### config.mk
export PLATFORM = sky130hd
export DESIGN_NAME = osd_top
export DESIGN_NICKNAME = d
export VERILOG_FILES = /design/src/osd_pkg.sv /design/src/osd_top.sv
export SDC_FILE = /design/constraint.sdc
export NUM_CORES = 1
export LEC_CHECK = 0
export BUFFER_PORTS_ARGS = -buffer_cell sky130_fd_sc_hd__buf_4
export CAP_MARGIN = 20
export CORE_MARGIN = 2
export CORE_UTILIZATION = 48
export CTS_BUF_LIST = sky130_fd_sc_hd__clkbuf_8
export DETAILED_ROUTE_END_ITERATION = 12
export PLACE_DENSITY = 0.83
export SLEW_MARGIN = 25
export SYNTH_ARGS = -nofsm -noshare
export SYNTH_HDL_FRONTEND = slang
export SYNTH_SLANG_ARGS = --single-unit
export TNS_END_PERCENT = 50
### constraint.sdc
create_clock -name pclk -period 2.89 [get_ports pclk]
set_input_delay 0.289 -clock pclk [delete_from_list [all_inputs] [get_ports pclk]]
set_output_delay 0.289 -clock pclk [all_outputs]
set_load 0.05 [all_outputs]
### src/osd_pkg.sv
package osd_pkg;

	// ----------------------------------------
	// register map (apb byte addresses)
	// ----------------------------------------
	localparam logic [11:0] OSC_CTRL_ADDR = 12'h000;
	localparam logic [11:0] CLK_DIV_ADDR  = 12'h004;

	// ----------------------------------------
	// oscillator_control fields
	// ----------------------------------------
	localparam int CUR_SRC_LSB = 12;
	localparam int NEW_SRC_LSB = 8;
	localparam int SEL_LOCK_BIT = 7;
	localparam int PLL_LOCK_BIT = 5;
	localparam int CLK_FAIL_BIT = 3;
	localparam int SEC_DRV_BIT  = 2;
	localparam int SEC_EN_BIT   = 1;
	localparam int SW_TRIG_BIT  = 0;

	// ----------------------------------------
	// clock_divider fields and reset values
	// ----------------------------------------
	localparam int ROI_BIT       = 15;
	localparam int DOZE_LSB      = 12;
	localparam int DOZE_EN_BIT   = 11;
	localparam int RCDIV_LSB     = 8;
	localparam logic [2:0] DOZE_RST  = 3'h3;
	localparam logic [2:0] RCDIV_RST = 3'h1;

	// ----------------------------------------
	// unlock keys and timing
	// ----------------------------------------
	localparam logic [7:0] HI_KEY1 = 8'h78;
	localparam logic [7:0] HI_KEY2 = 8'h9a;
	localparam logic [7:0] LO_KEY1 = 8'h46;
	localparam logic [7:0] LO_KEY2 = 8'h57;
	localparam logic [3:0] NEW_CLK_EDGES = 4'ha;
	localparam logic [1:0] CFG_SETTLE    = 2'h3;

	// ----------------------------------------
	// source codes
	// ----------------------------------------
	typedef enum logic [2:0] {
		SRC_FRC         = 3'h0,
		SRC_FRC_PLL     = 3'h1,
		SRC_PRI         = 3'h2,
		SRC_PRI_PLL     = 3'h3,
		SRC_SEC         = 3'h4,
		SRC_LOW_POWER_RC_OSC        = 3'h5,
		SRC_SLOW_RC_DIV = 3'h6,
		SRC_FAST_RC_DIV = 3'h7
	} osd_src_t;

	typedef struct packed {
		logic [1:0] switch_monitor_cfg_field;
		logic [2:0] initial_source_cfg;
		logic [1:0] primary_mode_cfg;
		logic       secondary_input_type_cfg;
	} osd_cfg_t;

	typedef struct packed {
		logic [2:0] target_source;
		logic       target_request;
		logic       switch_enable;
		logic       fail_safe_enable;
	} osd_sel_t;

endpackage : osd_pkg

### src/osd_top.sv
// Design decisions made here: the APB interface to the registers and the placing of the registers.
`timescale 1ns/1ps
module osd_top (
	input  wire logic        pclk,
	input  wire logic        presetn,
	input  wire logic        psel,
	input  wire logic        penable,
	input  wire logic        pwrite,
	input  wire logic [11:0] paddr,
	input  wire logic [31:0] pwdata,
	input  wire logic [3:0]  pstrb,
	output logic             pready,
	output logic [31:0]      prdata,
	output logic             pslverr,
	input  wire osd_pkg::osd_cfg_t cfg_in,
	input  wire logic        new_osc_clk,
	input  wire logic        new_osc_ready,
	input  wire logic        pll_locked,
	input  wire logic        clock_fail,
	input  wire logic        irq,
	output osd_pkg::osd_sel_t sel_out,
	output logic [2:0]       current_source,
	output logic             secondary_enable,
	output logic             secondary_high_power,
	output logic             periph_clk_en,
	output logic             cpu_clk_en
);

	// ----------------------------------------
	// helpers
	// ----------------------------------------
	function automatic logic uses_pll(input logic [2:0] s);
		uses_pll = (s == osd_pkg::SRC_PRI_PLL) || (s == osd_pkg::SRC_FRC_PLL);
	endfunction : uses_pll

	function automatic logic [7:0] pow2_last(input logic [2:0] c);
		pow2_last = 8'((9'h001 << c) - 9'h001);
	endfunction : pow2_last

	// ----------------------------------------
	// pin synchronisers
	// ----------------------------------------
	// straps are static, so one sync chain per bit is enough
	osd_pkg::osd_cfg_t cfg_m_q, cfg_s_q;
	logic [3:0] pin_m_q, pin_s_q;
	logic       nclk_d1_q;

	always_ff @(posedge pclk or negedge presetn) begin
		if (!presetn) begin
			cfg_m_q   <= '0;
			cfg_s_q   <= '0;
			pin_m_q   <= 4'h0;
			pin_s_q   <= 4'h0;
			nclk_d1_q <= 1'b0;
		end else begin
			cfg_m_q   <= cfg_in;
			cfg_s_q   <= cfg_m_q;
			pin_m_q   <= {new_osc_clk, new_osc_ready, pll_locked, clock_fail};
			pin_s_q   <= pin_m_q;
			nclk_d1_q <= pin_s_q[3];
		end
	end

	wire new_clk_rise = pin_s_q[3] & ~nclk_d1_q;
	wire ready_s      = pin_s_q[2];
	wire pll_s        = pin_s_q[1];
	wire fail_s       = pin_s_q[0];

	wire sw_en = ~cfg_s_q.switch_monitor_cfg_field[1];
	wire fs_en = (cfg_s_q.switch_monitor_cfg_field == 2'h0);

	// ----------------------------------------
	// power-on load of source from config
	// ----------------------------------------
	// sources read fast rc with postscaler until the straps are through the sync
	logic [1:0] settle_q;
	wire        cfg_load = (settle_q == osd_pkg::CFG_SETTLE - 2'h1);

	always_ff @(posedge pclk or negedge presetn) begin
		if (!presetn)
			settle_q <= 2'h0;
		else if (settle_q != osd_pkg::CFG_SETTLE)
			settle_q <= settle_q + 2'h1;
	end

	// ----------------------------------------
	// apb decode
	// ----------------------------------------
	wire setup    = psel & ~penable;
	wire access   = psel & penable & pready;
	wire hit_osc  = (paddr == osd_pkg::OSC_CTRL_ADDR);
	wire hit_div  = (paddr == osd_pkg::CLK_DIV_ADDR);
	wire wr_osc   = access & pwrite & hit_osc;
	wire wr_div   = access & pwrite & hit_div;
	wire wr_hi    = wr_osc & pstrb[1];
	wire wr_lo    = wr_osc & pstrb[0];
	wire [7:0] hb = pwdata[15:8];
	wire [7:0] lb = pwdata[7:0];

	// ----------------------------------------
	// unlock sequences
	// ----------------------------------------
	// any other write between key and payload breaks the sequence
	logic [1:0] hi_key_q, lo_key_q;
	wire        any_wr   = access & pwrite;
	wire        hi_open  = (hi_key_q == 2'h2);
	wire        lo_open  = (lo_key_q == 2'h2);

	always_ff @(posedge pclk or negedge presetn) begin
		if (!presetn) begin
			hi_key_q <= 2'h0;
			lo_key_q <= 2'h0;
		end else if (any_wr) begin
			if (wr_hi && hb == osd_pkg::HI_KEY1)
				hi_key_q <= 2'h1;
			else if (wr_hi && hb == osd_pkg::HI_KEY2 && hi_key_q == 2'h1)
				hi_key_q <= 2'h2;
			else
				hi_key_q <= 2'h0;
			if (wr_lo && lb == osd_pkg::LO_KEY1)
				lo_key_q <= 2'h1;
			else if (wr_lo && lb == osd_pkg::LO_KEY2 && lo_key_q == 2'h1)
				lo_key_q <= 2'h2;
			else
				lo_key_q <= 2'h0;
		end
	end

	// ----------------------------------------
	// oscillator_control state
	// ----------------------------------------
	typedef enum logic [1:0] {ST_IDLE, ST_WAIT_RDY, ST_COUNT} osd_sw_t;
	osd_sw_t    sw_q;
	logic [2:0] cur_q, new_q;
	logic       sel_lock_q, pll_lock_q, fail_q, drv_q, sec_en_q, trig_q;
	logic [3:0] edge_cnt_q;

	wire locked    = fs_en & sel_lock_q;
	wire can_sel   = sw_en & ~locked;
	wire new_wr    = wr_hi & hi_open & can_sel & (sw_q == ST_IDLE);
	wire trig_wr   = wr_lo & lo_open & can_sel & lb[osd_pkg::SW_TRIG_BIT]
	                 & (sw_q == ST_IDLE);
	wire [2:0] new_next = new_wr ? hb[2:0] : new_q;
	wire redundant = trig_wr & (new_next == cur_q);
	wire sw_start  = trig_wr & ~redundant;
	wire rdy_ok    = ready_s & (~uses_pll(new_q) | pll_s);
	wire sw_done   = (sw_q == ST_COUNT) & new_clk_rise
	                 & (edge_cnt_q == osd_pkg::NEW_CLK_EDGES - 4'h1);
	wire [2:0] pll_src = (sw_q == ST_IDLE) ? cur_q : new_q;

	always_ff @(posedge pclk or negedge presetn) begin
		if (!presetn) begin
			sw_q       <= ST_IDLE;
			edge_cnt_q <= 4'h0;
		end else begin
			case (sw_q)
				ST_IDLE: begin
					edge_cnt_q <= 4'h0;
					if (sw_start)
						sw_q <= ST_WAIT_RDY;
				end
				ST_WAIT_RDY: begin
					if (rdy_ok)
						sw_q <= ST_COUNT;
				end
				ST_COUNT: begin
					if (sw_done)
						sw_q <= ST_IDLE;
					else if (new_clk_rise)
						edge_cnt_q <= edge_cnt_q + 4'h1;
				end
				default: sw_q <= ST_IDLE;
			endcase
		end
	end

	always_ff @(posedge pclk or negedge presetn) begin
		if (!presetn) begin
			cur_q <= osd_pkg::SRC_FAST_RC_DIV;
			new_q <= osd_pkg::SRC_FAST_RC_DIV;
		end else if (cfg_load) begin
			cur_q <= cfg_s_q.initial_source_cfg;
			new_q <= cfg_s_q.initial_source_cfg;
		end else begin
			if (sw_done)
				cur_q <= new_q;
			if (new_wr)
				new_q <= hb[2:0];
		end
	end

	always_ff @(posedge pclk or negedge presetn) begin
		if (!presetn) begin
			sel_lock_q <= 1'b0;
			pll_lock_q <= 1'b0;
			fail_q     <= 1'b0;
			drv_q      <= 1'b0;
			sec_en_q   <= 1'b0;
			trig_q     <= 1'b0;
		end else begin
			if (wr_lo && lb[osd_pkg::SEL_LOCK_BIT])
				sel_lock_q <= 1'b1;
			if (sw_start || !uses_pll(pll_src))
				pll_lock_q <= 1'b0;
			else
				pll_lock_q <= pll_s;
			// a failure in the clearing cycle still wins
			if (fs_en && fail_s)
				fail_q <= 1'b1;
			else if (sw_start || (wr_lo && !lb[osd_pkg::CLK_FAIL_BIT]))
				fail_q <= 1'b0;
			if (wr_lo) begin
				drv_q    <= lb[osd_pkg::SEC_DRV_BIT];
				sec_en_q <= lb[osd_pkg::SEC_EN_BIT];
			end
			if (!sw_en || redundant || sw_done)
				trig_q <= 1'b0;
			else if (sw_start)
				trig_q <= 1'b1;
		end
	end

	// ----------------------------------------
	// clock_divider
	// ----------------------------------------
	logic       roi_q, cpu_slowdown_enable_q;
	logic [2:0] doze_q, rcdiv_q;

	always_ff @(posedge pclk or negedge presetn) begin
		if (!presetn) begin
			roi_q   <= 1'b0;
			cpu_slowdown_enable_q <= 1'b0;
			doze_q  <= osd_pkg::DOZE_RST;
			rcdiv_q <= osd_pkg::RCDIV_RST;
		end else begin
			if (wr_div && pstrb[1]) begin
				roi_q   <= pwdata[osd_pkg::ROI_BIT];
				doze_q  <= pwdata[osd_pkg::DOZE_LSB +: 3];
				rcdiv_q <= pwdata[osd_pkg::RCDIV_LSB +: 3];
			end
			// hardware clear beats a same-cycle software set
			if (irq && roi_q)
				cpu_slowdown_enable_q <= 1'b0;
			else if (wr_div && pstrb[1])
				cpu_slowdown_enable_q <= pwdata[osd_pkg::DOZE_EN_BIT];
		end
	end

	// ----------------------------------------
	// clock enables
	// ----------------------------------------
	wire rc_div_src = (cur_q == osd_pkg::SRC_FAST_RC_DIV) || (cur_q == osd_pkg::SRC_FRC_PLL)
	                  || (cur_q == osd_pkg::SRC_SLOW_RC_DIV);
	wire [7:0] ps_last = !rc_div_src ? 8'h00 :
	                     (rcdiv_q == 3'h7) ? 8'hff : pow2_last(rcdiv_q);
	wire [7:0] dz_last = cpu_slowdown_enable_q ? pow2_last(doze_q) : 8'h00;
	logic [7:0] ps_cnt_q, dz_cnt_q;
	wire        ps_tick = (ps_cnt_q >= ps_last);

	always_ff @(posedge pclk or negedge presetn) begin
		if (!presetn) begin
			ps_cnt_q      <= 8'h00;
			dz_cnt_q      <= 8'h00;
			periph_clk_en <= 1'b0;
			cpu_clk_en    <= 1'b0;
		end else begin
			ps_cnt_q      <= ps_tick ? 8'h00 : ps_cnt_q + 8'h01;
			periph_clk_en <= ps_tick;
			cpu_clk_en    <= 1'b0;
			if (ps_tick) begin
				dz_cnt_q   <= (dz_cnt_q >= dz_last) ? 8'h00 : dz_cnt_q + 8'h01;
				cpu_clk_en <= (dz_cnt_q >= dz_last);
			end
		end
	end

	// ----------------------------------------
	// read mux and registered outputs
	// ----------------------------------------
	wire [15:0] osc_rd = {1'b0, cur_q, 1'b0, new_q, sel_lock_q, 1'b0, pll_lock_q, 1'b0,
	                      fail_q, drv_q, sec_en_q, trig_q};
	wire [15:0] div_rd = {roi_q, doze_q, cpu_slowdown_enable_q, rcdiv_q, 8'h00};
	wire [31:0] rd_mux = hit_osc ? {16'h0000, osc_rd} :
	                     hit_div ? {16'h0000, div_rd} : 32'h00000000;

	always_ff @(posedge pclk or negedge presetn) begin
		if (!presetn) begin
			pready               <= 1'b0;
			prdata               <= 32'h00000000;
			pslverr              <= 1'b0;
			sel_out              <= '0;
			current_source       <= osd_pkg::SRC_FAST_RC_DIV;
			secondary_enable     <= 1'b0;
			secondary_high_power <= 1'b0;
		end else begin
			pready  <= setup;
			pslverr <= setup & ~(hit_osc | hit_div);
			prdata  <= (setup && !pwrite) ? rd_mux : 32'h00000000;
			sel_out.target_source    <= new_q;
			sel_out.target_request   <= (sw_q != ST_IDLE);
			sel_out.switch_enable    <= sw_en;
			sel_out.fail_safe_enable <= fs_en;
			current_source           <= cur_q;
			secondary_enable         <= sec_en_q;
			secondary_high_power     <= cfg_s_q.secondary_input_type_cfg
			                            & (drv_q | cfg_s_q.primary_mode_cfg[0]);
		end
	end

endmodule : osd_top

; ---- Word-level counts from Yosys, hierarchy flattened
; Index checks and enable logic that the tools add are counted.
[totals]
ff_bits = 102
inputBits = 66
word_cells = 181
[classes]
addsub = 6
magnitude_cmp = 2
n_eq_ne = 28
shifts = 2
muxes = 32
n_bitwise = 35
reduce_logical = 34
[ops]
columns = op, count
row1 = two-way mux 16 bit, 3
row2 = two-way mux 8 bit, 5
row3 = AND 1 bit, 25
row4 = == test 8 x 7 -> 1 bit (second input constant), 3
row5 = adder 8 x 1 -> 8 bit (second input constant), 2
row6 = >= comparator 8 bit, 2
row7 = left shift 1 x 3 -> 8 bit (first input constant), 2
row8 = subtractor 8 x 1 -> 8 bit (second input constant), 2
row9 = two-way mux 3 bit, 5
row10 = two-way mux 2 bit, 7
row11 = == test 12 x 3 -> 1 bit (second input constant), 1
row12 = logical AND 1 bit, 12
row13 = zero test 12 bit, 1
row14 = inequality test 2 bit (second input constant), 6
row15 = nonzero test 2 bit, 6
row16 = == test 3 x 1 -> 1 bit (second input constant), 3
row17 = == test 3 bit (second input constant), 3
row18 = == test 2 bit (second input constant), 4
row19 = == test 8 bit (second input constant), 1
row20 = logical OR 1 bit, 8
row21 = two-way mux 1 bit, 8
row22 = two-way mux 4 bit, 2
row23 = case mux 4 bit (2 select lines), 1
row24 = inverter 1 bit, 7
row25 = 11 further kinds, 20

; ---- Longest topological paths before layout
; Gate-level depths: netlist (run 1).
[depth]
ltp_word = 16
depth_mapped = 14
depth_no_buf = 13

; ---- Worst setup path after synthesis (run 1)
; No wires, ideal clock.
[synth_timing]
path_kind = reg-to-reg
from = register cur_q[2]
to = register dz_cnt_q[2]
t_arrival_ps = 2476
required_ps = 2769
setup_slack_ps = 293
path_stages_with_launch = 12
path_buffers = 1
synth_period_minus_slack_ps = 2597
path_cell_list = dfstp_2 nand2_1 nand2_1 and2_1 nand2_1 ha_1 a2111oi_0 nor2b_1 a221oi_1 clkbuf_1 nor2b_1 a22o_1
[synth_between]
elab_chain_len = 5
[synth_rtl]
columns = element, line_no
row1 = start: declaration, osd_top.sv:134  ; logic [2:0] cur_q, new_q;
row2 = start signal: assignment, osd_top.sv:179  ; cur_q <= osd_pkg::SRC_FAST_RC_DIV;
row3 = start signal: assignment, osd_top.sv:182  ; cur_q <= cfg_s_q.initial_source_cfg;
row4 = start signal: assignment, osd_top.sv:186  ; cur_q <= new_q;
row5 = == test 3 bit or == test 3 x 1 -> 1 bit (tied branches), osd_top.sv:252  ; wire rc_div_src = (cur_q == osd_pkg::SRC_FAST_RC_DIV) || (cur_q == osd_pkg::SRC_FRC_PLL)
row6 = logical OR 1 bit, osd_top.sv:252
row7 = logical OR 1 bit *, osd_top.sv:253  ; || (cur_q == osd_pkg::SRC_SLOW_RC_DIV);
row8 = two-way mux 8 bit *, osd_top.sv:254  ; wire [7:0] ps_last = !rc_div_src ? 8'h00 :
row9 = >= comparator 8 bit *, osd_top.sv:258  ; wire ps_tick = (ps_cnt_q >= ps_last);
row10 = end signal: assignment, osd_top.sv:271  ; dz_cnt_q <= (dz_cnt_q >= dz_last) ? 8'h00 : dz_cnt_q + 8'h01;
row11 = end: declaration, osd_top.sv:257  ; logic [7:0] ps_cnt_q, dz_cnt_q;
; Mark *: on every way between the ends. The rest lies on a longest branch, timed or not.
; A chain may end at the register's enable or synchronous reset.

; ---- Worst setup path after layout (run 1)
[layout_timing]
from = register cur_q[1]
to = register dz_cnt_q[2]
; Same word-level chain as after synthesis.

==> impl_metrics.tcl, run 1 <==
set metrics [dict create \
    synth_area_sq_um 4420 \
    slew_violations 0 \
    portBuffers 75 \
    final_cell_mix "88 x dfrtp_1, 85 x buf_4, 28 x nand2_1" \
    cp-start-kind "flip-flop" \
    dieArea_sq_um 10000 \
    final_layout_size_suffix_gt1_frac 0.282 \
    post-route-period-util 0.955 \
    synth_seq_area_share 0.569 \
    die_h_um 100 \
    rsz0062_at_grt "false" \
    grt_overflow 0 \
    crit_type "reg -> reg" \
    status "completed" \
    globalplace.congestion 0.800 \
    synth_edf_count 0 \
    final_util 0.598 \
    cts_made_buffers 9 \
    drt_iter0_drc 111 \
    wl_per_cell_um 15.5 \
    first_pass_iters 4 \
    max_freq_ghz 0.362 \
    root_buffer "clkbuf_8" \
    dp_hpwl_um 6800 \
    clock_path_buffers 2 \
    die_width_um 100 \
    hold_class "in -> reg" \
    power.leakage_nw 2.65 \
    worstPathRequired_ps 3160 \
    max_slew_margin 0.326 \
    drv_cap 0 \
    worstPathArrival_ps 3030 \
    ir_drop_uv 285 \
    fin_skew_ps 9.90 \
    post_cts_buffers 0 \
    dr_total_vias 3144 \
    cts_max_level 3 \
    layout_commonest_cell "dfrtp_1" \
    fp.coreArea_sq_um 9110 \
    worst-path-max-fanout 7 \
    grt_antenna_before_repair 0 \
    drcViolationCount 0 \
    ios 113 \
    grt_pass1_wl_um 15000 \
    yosys_warnings 0 \
    async_flop_share 1.00 \
    syn_area_per_cell_sq_um 11.6 \
    worst_slack_ps 130 \
    pre_cts_ws_ps -208 \
    clk_pin_slew_worst_paths_ps 100 \
    start_util 0.486 \
    synth_seq_cells 100 \
    hold_viol 0 \
    synthCells 380 \
    via_per_inst 5.29 \
    routed_wl_um 9180 \
    num-nets-final 566 \
    postRouteAntennaNets 0 \
    finalSetupViolCount 0 \
    synth-main-ff-cell "dfrtp_1" \
    grt_pass1_vias 3218 \
    ys_types 51 \
    tritoncts "yes" \
    row_count 35 \
    grt_start_max_net_pins 59 \
    clock_latency_ps 370 \
    syn2layout_area_growth_pct 23.1 \
    layout_min_cycle_time_ps 2760 \
    antenna_cells 0 \
    crit_path_end_kind "flip-flop" \
    worst_slew_pin_slew_ps 997 \
    clock_sinks 100 \
    grt_usage 0.192 \
    powerDensity_nw_per_um2 513 \
]
==> path summary, 6_finish.rpt <==
| kind | slack [ps] | cells past startpoint | start | end |
|---|---|---|---|---|
| min reg2reg | 360 | 0 | pin_m_q[3] | pin_s_q[3] |
| max | 130 | 11 | cur_q[1] | dz_cnt_q[2] |
| min | 20 | 1 | cfg_in[3] | cfg_m_q[3] |
| min in group asynchronous | 510 | 2 | presetn | pready |
| max reg2reg | 130 | 11 | cur_q[1] | dz_cnt_q[2] |
| max in group asynchronous | 1630 | 3 | presetn | rcdiv_q[0] |
==> cell usage after synthesis, drive strengths merged, types with 6 or more instances <==
cell | instances | share of area
a22o | 15 | 0.030
and2 | 10 | 0.014
and3 | 6 | 0.0085
buf | 18 | 0.031
clkbuf | 6 | 0.0051
dfrtp | 88 | 0.50
dfstp | 12 | 0.071
ha | 22 | 0.062
inv | 10 | 0.0085
mux2 | 11 | 0.029
nand2 | 29 | 0.025
nand2b | 10 | 0.014
nand3 | 14 | 0.016
nand4 | 6 | 0.0085
nor2 | 23 | 0.020
nor2b | 10 | 0.014
nor3 | 6 | 0.0068
o21ai | 16 | 0.018
xor2 | 6 | 0.012
==> report_power, final <==
group / internal [mW] / switching [mW]
Combinational: 0.165 / 0.255
Sequential: 1.46 / 0.0418
Clock: 0.337 / 0.533
Total: 1.96 / 0.829
==> cells by family (layout without fill, tap and decap cells) <==
kind of cell    count (synthesis)  in the layout  share of synthesized area
buf+inv                        34            120                     0.0441
fa+ha+maj                      22             22                     0.0622
compound gates                 64             64                      0.102
other cells                     2             19                    0.00170
flops                         100            100                      0.569
mux                            14             14                     0.0356
xor+xnor                       10             10                     0.0198
simple gates                  134            134                      0.165
==> per-layer routing <==
layer / vias to the layer above / routed length [um] / track usage / share of wire
met5: - / 0 / 0 / 0
met2: 62 / 4900 / 0.335 / 0.53
met1: 1561 / 3770 / 0.237 / 0.41
met3: 18 / 326 / 0.0418 / 0.036
met4: 0 / 187 / 0.0664 / 0.020
li1: 1503 / - / - / -
==> layout make-up <==
cell class,instances,area [sq um]
clock buffers,9,124
flip-flops and latches,100,2520
multi-input cells,263,1830
inverters,10,37.5
fillers,726,3660
well taps,111,139
clock inverters,7,67.6
repair buffers,94,733
==> flip-flops by register name (all words and copies together), names as in the netlist, 4 cells and up <==
name        flops
prdata         14
sel_out         6
edge_cnt_q      4
cfg_m_q         7
pin_m_q         4
pin_s_q         4
dz_cnt_q        8
ps_cnt_q        8
cfg_s_q         7
==> timing repair <==
item	in CTS	in global routing
pin swaps	0	1
gates resized for setup	3	7
hold endpoints to repair	15	6
setup endpoints to repair	6	5
hold buffers	1	6
==> stage by stage <==
step                      total power, mW  hold slack [ps]  instance area (sq um)  TNS [ps]  std cells
final                                2.79             18.9                   5450         0        594
after global routing                 2.91             3.22                   5450         0        594
after CTS                            2.80             2.35                   5350         0        588
after detailed placement             1.94              335                   5130     -1030        571
after global placement               1.93              333                   5130     -1500        570
after floorplan                      1.80            -6.59                   4490         0        397
==> worst max-delay path: stages (launching register included) <==
cell,delay (ps)
dfstp_2,570
nand2_1,70
nand2_2,90
and2_4,160
nand2_1,50
ha_1,330
a2111oi_4,470
nor2b_4,240
a221oi_4,100
buf_2,190
nor2b_2,180
a22o_1,210
Note: power is estimated with default switching activity, not from simulation.
==> inputs of run 2 (changes only) <==
BUFFER_PORTS_ARGS = -buffer_cell sky130_fd_sc_hd__clkbuf_2   (was -buffer_cell sky130_fd_sc_hd__buf_4)
CORE_MARGIN = 3   (was 2)
==> run 2 against run 1 <==
Worst setup slack gained 64 ps; hold slack gained 92 ps; fmax rose by 2.4%; core utilization is essentially flat; via count up 0.32%; largest cell class unchanged; largest power group unchanged.
==> impl_metrics.tcl, run 2 (synthesis results as in run 1) <==
set metrics [dict create \
    drv_cap 0 \
    clk_pin_slew_worst_paths_ps 100 \
    cts_made_buffers 9 \
    hold_depth 2 \
    via_per_inst 5.29 \
    r2r_cells 10 \
    multiInputGateArea_sq_um 1790 \
    drcViolationCount 0 \
    tritoncts "yes" \
    rr_endpoint "dz_cnt_q[4]" \
    portBuffers 75 \
    power.leakage_nw 2.61 \
    p_comb_frac 0.141 \
    status "completed" \
    regMostFlops "prdata" \
    grt_pass1_wl_um 14800 \
    power_mw 2.80 \
    dp_hpwl_um 6680 \
    grt_start_max_net_pins 61 \
    final_cells 596 \
    die_width_um 102 \
    regArea_sq_um 2520 \
    worst-path-max-fanout 7 \
    final_layout_size_suffix_gt1_frac 0.270 \
    antenna_cells 0 \
    syn2layout_area_growth_pct 19.5 \
    final_cell_mix "88 x dfrtp_1, 74 x clkbuf_2, 29 x nand2_1" \
    row_count 34 \
    root_buffer "clkbuf_8" \
    slew_violations 0 \
    clkPwrFrac 0.321 \
    setup_tns_ps 0 \
    postRouteAntennaNets 0 \
    hold_viol 0 \
    max_slew_margin 0.398 \
    grt_usage 0.183 \
    die_h_um 102 \
    crit_type "reg -> reg" \
    cts_max_level 3 \
    fin_skew_ps 17.0 \
    hold_class "in -> reg" \
    grt_antenna_before_repair 0 \
    layout_min_cycle_time_ps 2700 \
    rsz0062_at_grt "false" \
    fp.coreArea_sq_um 8850 \
    worstHoldStart "irq" \
    clock_sinks 100 \
    grt_pass1_vias 3104 \
    start_util 0.500 \
    globalplace.congestion 0.815 \
    ios 113 \
    crit_path_end_kind "flip-flop" \
    switching_power_mw 0.846 \
    intPower_mw 1.95 \
    cp-start-kind "flip-flop" \
    dp_cells 568 \
    layout_commonest_cell "dfrtp_1" \
    clock_latency_ps 370 \
    worstPathArrival_ps 2960 \
    holdWs_ps 111 \
    largest_reg_flops 14 \
    ir_drop_uv 287 \
    worst_slew_pin_slew_ps 891 \
    wl_per_cell_um 15.3 \
    top_regs "prdata: 14 flops, dz_cnt_q: 8 flops, ps_cnt_q: 8 flops" \
    post_cts_buffers 0 \
    powerDensity_nw_per_um2 529 \
    routed_wl_um 9100 \
    drt_iter0_drc 112 \
    min_to "cpu_slowdown_enable_q" \
    dieArea_sq_um 10400 \
    worstPathRequired_ps 3160 \
    clock_path_buffers 2 \
    fillers 695 \
    switching_share 0.302 \
    r2r_slack_ps 190 \
    r2r-start "cur_q[1]" \
    post-route-period-util 0.933 \
    max_freq_ghz 0.371 \
    seq_power_share 0.538 \
    grt_overflow 0 \
    dr_total_vias 3154 \
    finalSetupViolCount 0 \
    num-nets-final 571 \
    first_pass_iters 6 \
    final_util 0.597 \
]
==> run 2: how the worst max path moves through the flow <==
stage                  start           to  slack (ps)  cells after the start
floorplan           cur_q[2]  dz_cnt_q[2]         290                     11
CTS                 cur_q[1]  dz_cnt_q[4]          80                     10
finish              cur_q[1]  dz_cnt_q[4]         190                     10
detailed placement  cur_q[1]  dz_cnt_q[5]          40                     11
global placement    cur_q[1]  dz_cnt_q[3]         110                     11
global route        cur_q[1]  dz_cnt_q[5]          20                     10
==> run 2: final cells by class <==
| cell class | count | share of cell area |
|---|---|---|
| clock inverter | 7 | 0.0159 |
| multi-input combinational | 263 | 0.338 |
| timing repair buffer | 99 | 0.114 |
| tap | 108 | 0.0256 |
| clock buffer | 9 | 0.0234 |
| inverter | 10 | 0.00710 |
| sequential | 100 | 0.476 |
==> run 2: worst max-delay path: stages, from the launching register on <==
cell       delay [ps]
dfstp_2           560
nand2_1            50
nand2_1           120
and2_1            220
nand2_1            80
ha_1              310
a2111oi_2         430
nor2b_1           260
a221oi_2          130
nor2b_1           230
a22o_1            210
==> run 2: power by group through the flow <==
stage / Combinational (mW) / Clock, mW / Sequential [mW]
floorplan: 0.220 / 0 / 1.58
global placement: 0.370 / 0 / 1.53
detailed placement: 0.383 / 0 / 1.53
CTS: 0.392 / 0.925 / 1.50
global route: 0.436 / 0.988 / 1.51
finish: 0.394 / 0.900 / 1.50
==> run 2: metal layers <==
metal | vias up | global-route usage | wire, um
li1 | 1519 | - | -
met1 | 1536 | 0.229 | 3830
met2 | 83 | 0.306 | 4730
met3 | 16 | 0.0560 | 381
met4 | 0 | 0.0555 | 167
met5 | - | 0 | 0
==> run 2: what timing repair did <==
action                                  CTS  global route
endpoints found under the setup margin    4            10
gates resized for setup                   2             1
hold buffers                              7             5
hold endpoints to repair                 30             5
==> run 2: through the flow <==
stage | area [sq um] | setup slack, ps
detailed placement | 4950 | 40.9
global placement | 4950 | 113
global route | 5290 | 23.4
CTS | 5230 | 75.1
floorplan | 4490 | 293
finish | 5290 | 195
==> inputs of run 3 (changes only) <==
MAX_ROUTING_LAYER = met4   (was unset)
==> run 3 against run 2 <==
Total power barely moved; wire length up 0.57%; sequential share of layout area unchanged; sequential power about the same; design area stayed put; critical path depth stayed put; clock skew hardly changed; global-route usage grew 0.57 points; first-iteration DRC count grew 21%; combinational power about the same; final cell count unchanged; largest power group unchanged.
==> impl_metrics.tcl, run 3 (synthesis results as in run 1) <==
set metrics [dict create \
    root_buffer "clkbuf_8" \
    slew_violations 0 \
    regMostFlops "prdata" \
    clock_sinks 100 \
    layout_min_cycle_time_ps 2710 \
    start_util 0.500 \
    crit_type "reg -> reg" \
    powerDensity_nw_per_um2 529 \
    grt_start_max_net_pins 61 \
    critPathSlowestCell "dfstp_2" \
    tritoncts "yes" \
    drt_iter0_drc 136 \
    dp_hpwl_um 6680 \
    num-nets-final 571 \
    setup_tns_ps 0 \
    power.leakage_nw 2.61 \
    worstPathArrival_ps 2970 \
    ios 113 \
    clock_path_buffers 2 \
    largest_reg_flops 14 \
    finalSetupViolCount 0 \
    switching_share 0.302 \
    row_count 34 \
    final_cells 596 \
    status "completed" \
    crit_path_cell_trace "nand2_1 > nand2_1 > and2_1 > o21ai_0 > ha_1 > a2111oi_2 > nor2b_1 > a221oi_2 > nor2b_1 > a22o_1" \
    hold_class "in -> reg" \
    slowest_delay_ps 560 \
    grt_pass1_vias 3092 \
    cts_made_buffers 9 \
    worst_slew_pin_slew_ps 927 \
    die_width_um 102 \
    seq_power_share 0.538 \
    grtUsageMet2 0.307 \
    clkPwrFrac 0.321 \
    grt_overflow 0 \
    final_layout_size_suffix_gt1_frac 0.270 \
    critPathTopFamily "compound AO/OA/AOI/OAI gates" \
    drcViolationCount 0 \
    ir_drop_uv 287 \
    grt.met1_usage 0.228 \
    cts_max_level 3 \
    fp.coreArea_sq_um 8850 \
    routed_wl_um 9160 \
    p_comb_frac 0.141 \
    dp_cells 568 \
    layout_commonest_cell "dfrtp_1" \
    gr-usage-met3 0.0560 \
    gr-max-usage-layer "met2" \
    final_cell_mix "88 x dfrtp_1, 74 x clkbuf_2, 29 x nand2_1" \
    cp-start-kind "flip-flop" \
    rsz0062_at_grt "false" \
    max_slew_margin 0.373 \
    clk_pin_slew_worst_paths_ps 100 \
    grt_antenna_before_repair 0 \
    syn2layout_area_growth_pct 19.5 \
    dr_total_vias 3179 \
    top_regs "prdata: 14 flops, dz_cnt_q: 8 flops, ps_cnt_q: 8 flops" \
    fin_skew_ps 16.6 \
    globalplace.congestion 0.828 \
    hold_viol 0 \
    switching_power_mw 0.845 \
    via_per_inst 5.33 \
    first_pass_iters 6 \
    crit_path_end_kind "flip-flop" \
    worst-path-max-fanout 7 \
    grt_pass1_wl_um 14800 \
    postRouteAntennaNets 0 \
    worstPathRequired_ps 3150 \
    intPower_mw 1.95 \
    portBuffers 75 \
    clock_latency_ps 370 \
    post_cts_buffers 0 \
    post-route-period-util 0.938 \
    wl_per_cell_um 15.4 \
    die_h_um 102 \
    drv_cap 0 \
    path_buf_inv 0 \
    grt_usage 0.188 \
    dieArea_sq_um 10400 \
    max_freq_ghz 0.369 \
    antenna_cells 0 \
]
==> run 3: per-layer routing <==
metal	vias to the layer above	part of all wire	wire, um
met2	89	0.52	4730
met1	1552	0.42	3850
li1	1520	-	-
met5	-	0	0
met4	0	0.018	165
met3	18	0.045	409
==> run 3: through the flow <==
step | setup slack (ps) | utilization | area (sq um) | hold slack [ps] | power (mW)
after CTS | 75.1 | 0.591 | 5230 | 3.81 | 2.82
final | 181 | 0.597 | 5290 | 116 | 2.80
after global routing | 23.5 | 0.597 | 5290 | 85.8 | 2.94
after global placement | 113 | 0.559 | 4950 | 333 | 1.90
after detailed placement | 40.9 | 0.559 | 4950 | 336 | 1.91
after floorplan | 293 | - | 4490 | -6.59 | 1.80
==> run 3: final timing paths <==
check | from | end | slack [ps] | cells after the start
max | cur_q[1] | dz_cnt_q[4] | 180 | 10
min | irq | cpu_slowdown_enable_q | 120 | 2
max reg2reg | cur_q[1] | dz_cnt_q[4] | 180 | 10
min reg2reg | pin_m_q[3] | pin_s_q[3] | 360 | 0
max in group asynchronous | presetn | new_q[2] | 1610 | 3
min in group asynchronous | presetn | prdata[1] | 530 | 2
==> run 3: power by group through the flow <==
stage	sequential (mW)	clock, mW	combinational [mW]
after CTS	1.50	0.925	0.392
after detailed placement	1.53	0	0.383
after global placement	1.53	0	0.370
after floorplan	1.58	0	0.220
final	1.50	0.899	0.394
after global routing	1.51	0.988	0.436
==> run 3: what timing repair did <==
action / CTS / global route
hold buffers: 7 / 5
resized for setup: 2 / 1
endpoints found under the setup margin: 4 / 11
endpoints found under the hold margin: 30 / 5
==> run 3: area by class of cell <==
| type | count | area (sq um) |
|---|---|---|
| fill | 695 | 3560 |
| sequential | 100 | 2520 |
| multi-input combinational | 263 | 1790 |
| timing repair buffer | 99 | 601 |
| tap | 108 | 135 |
| clock buffer | 9 | 124 |
| clock inverter | 7 | 83.8 |
| inverter | 10 | 37.5 |
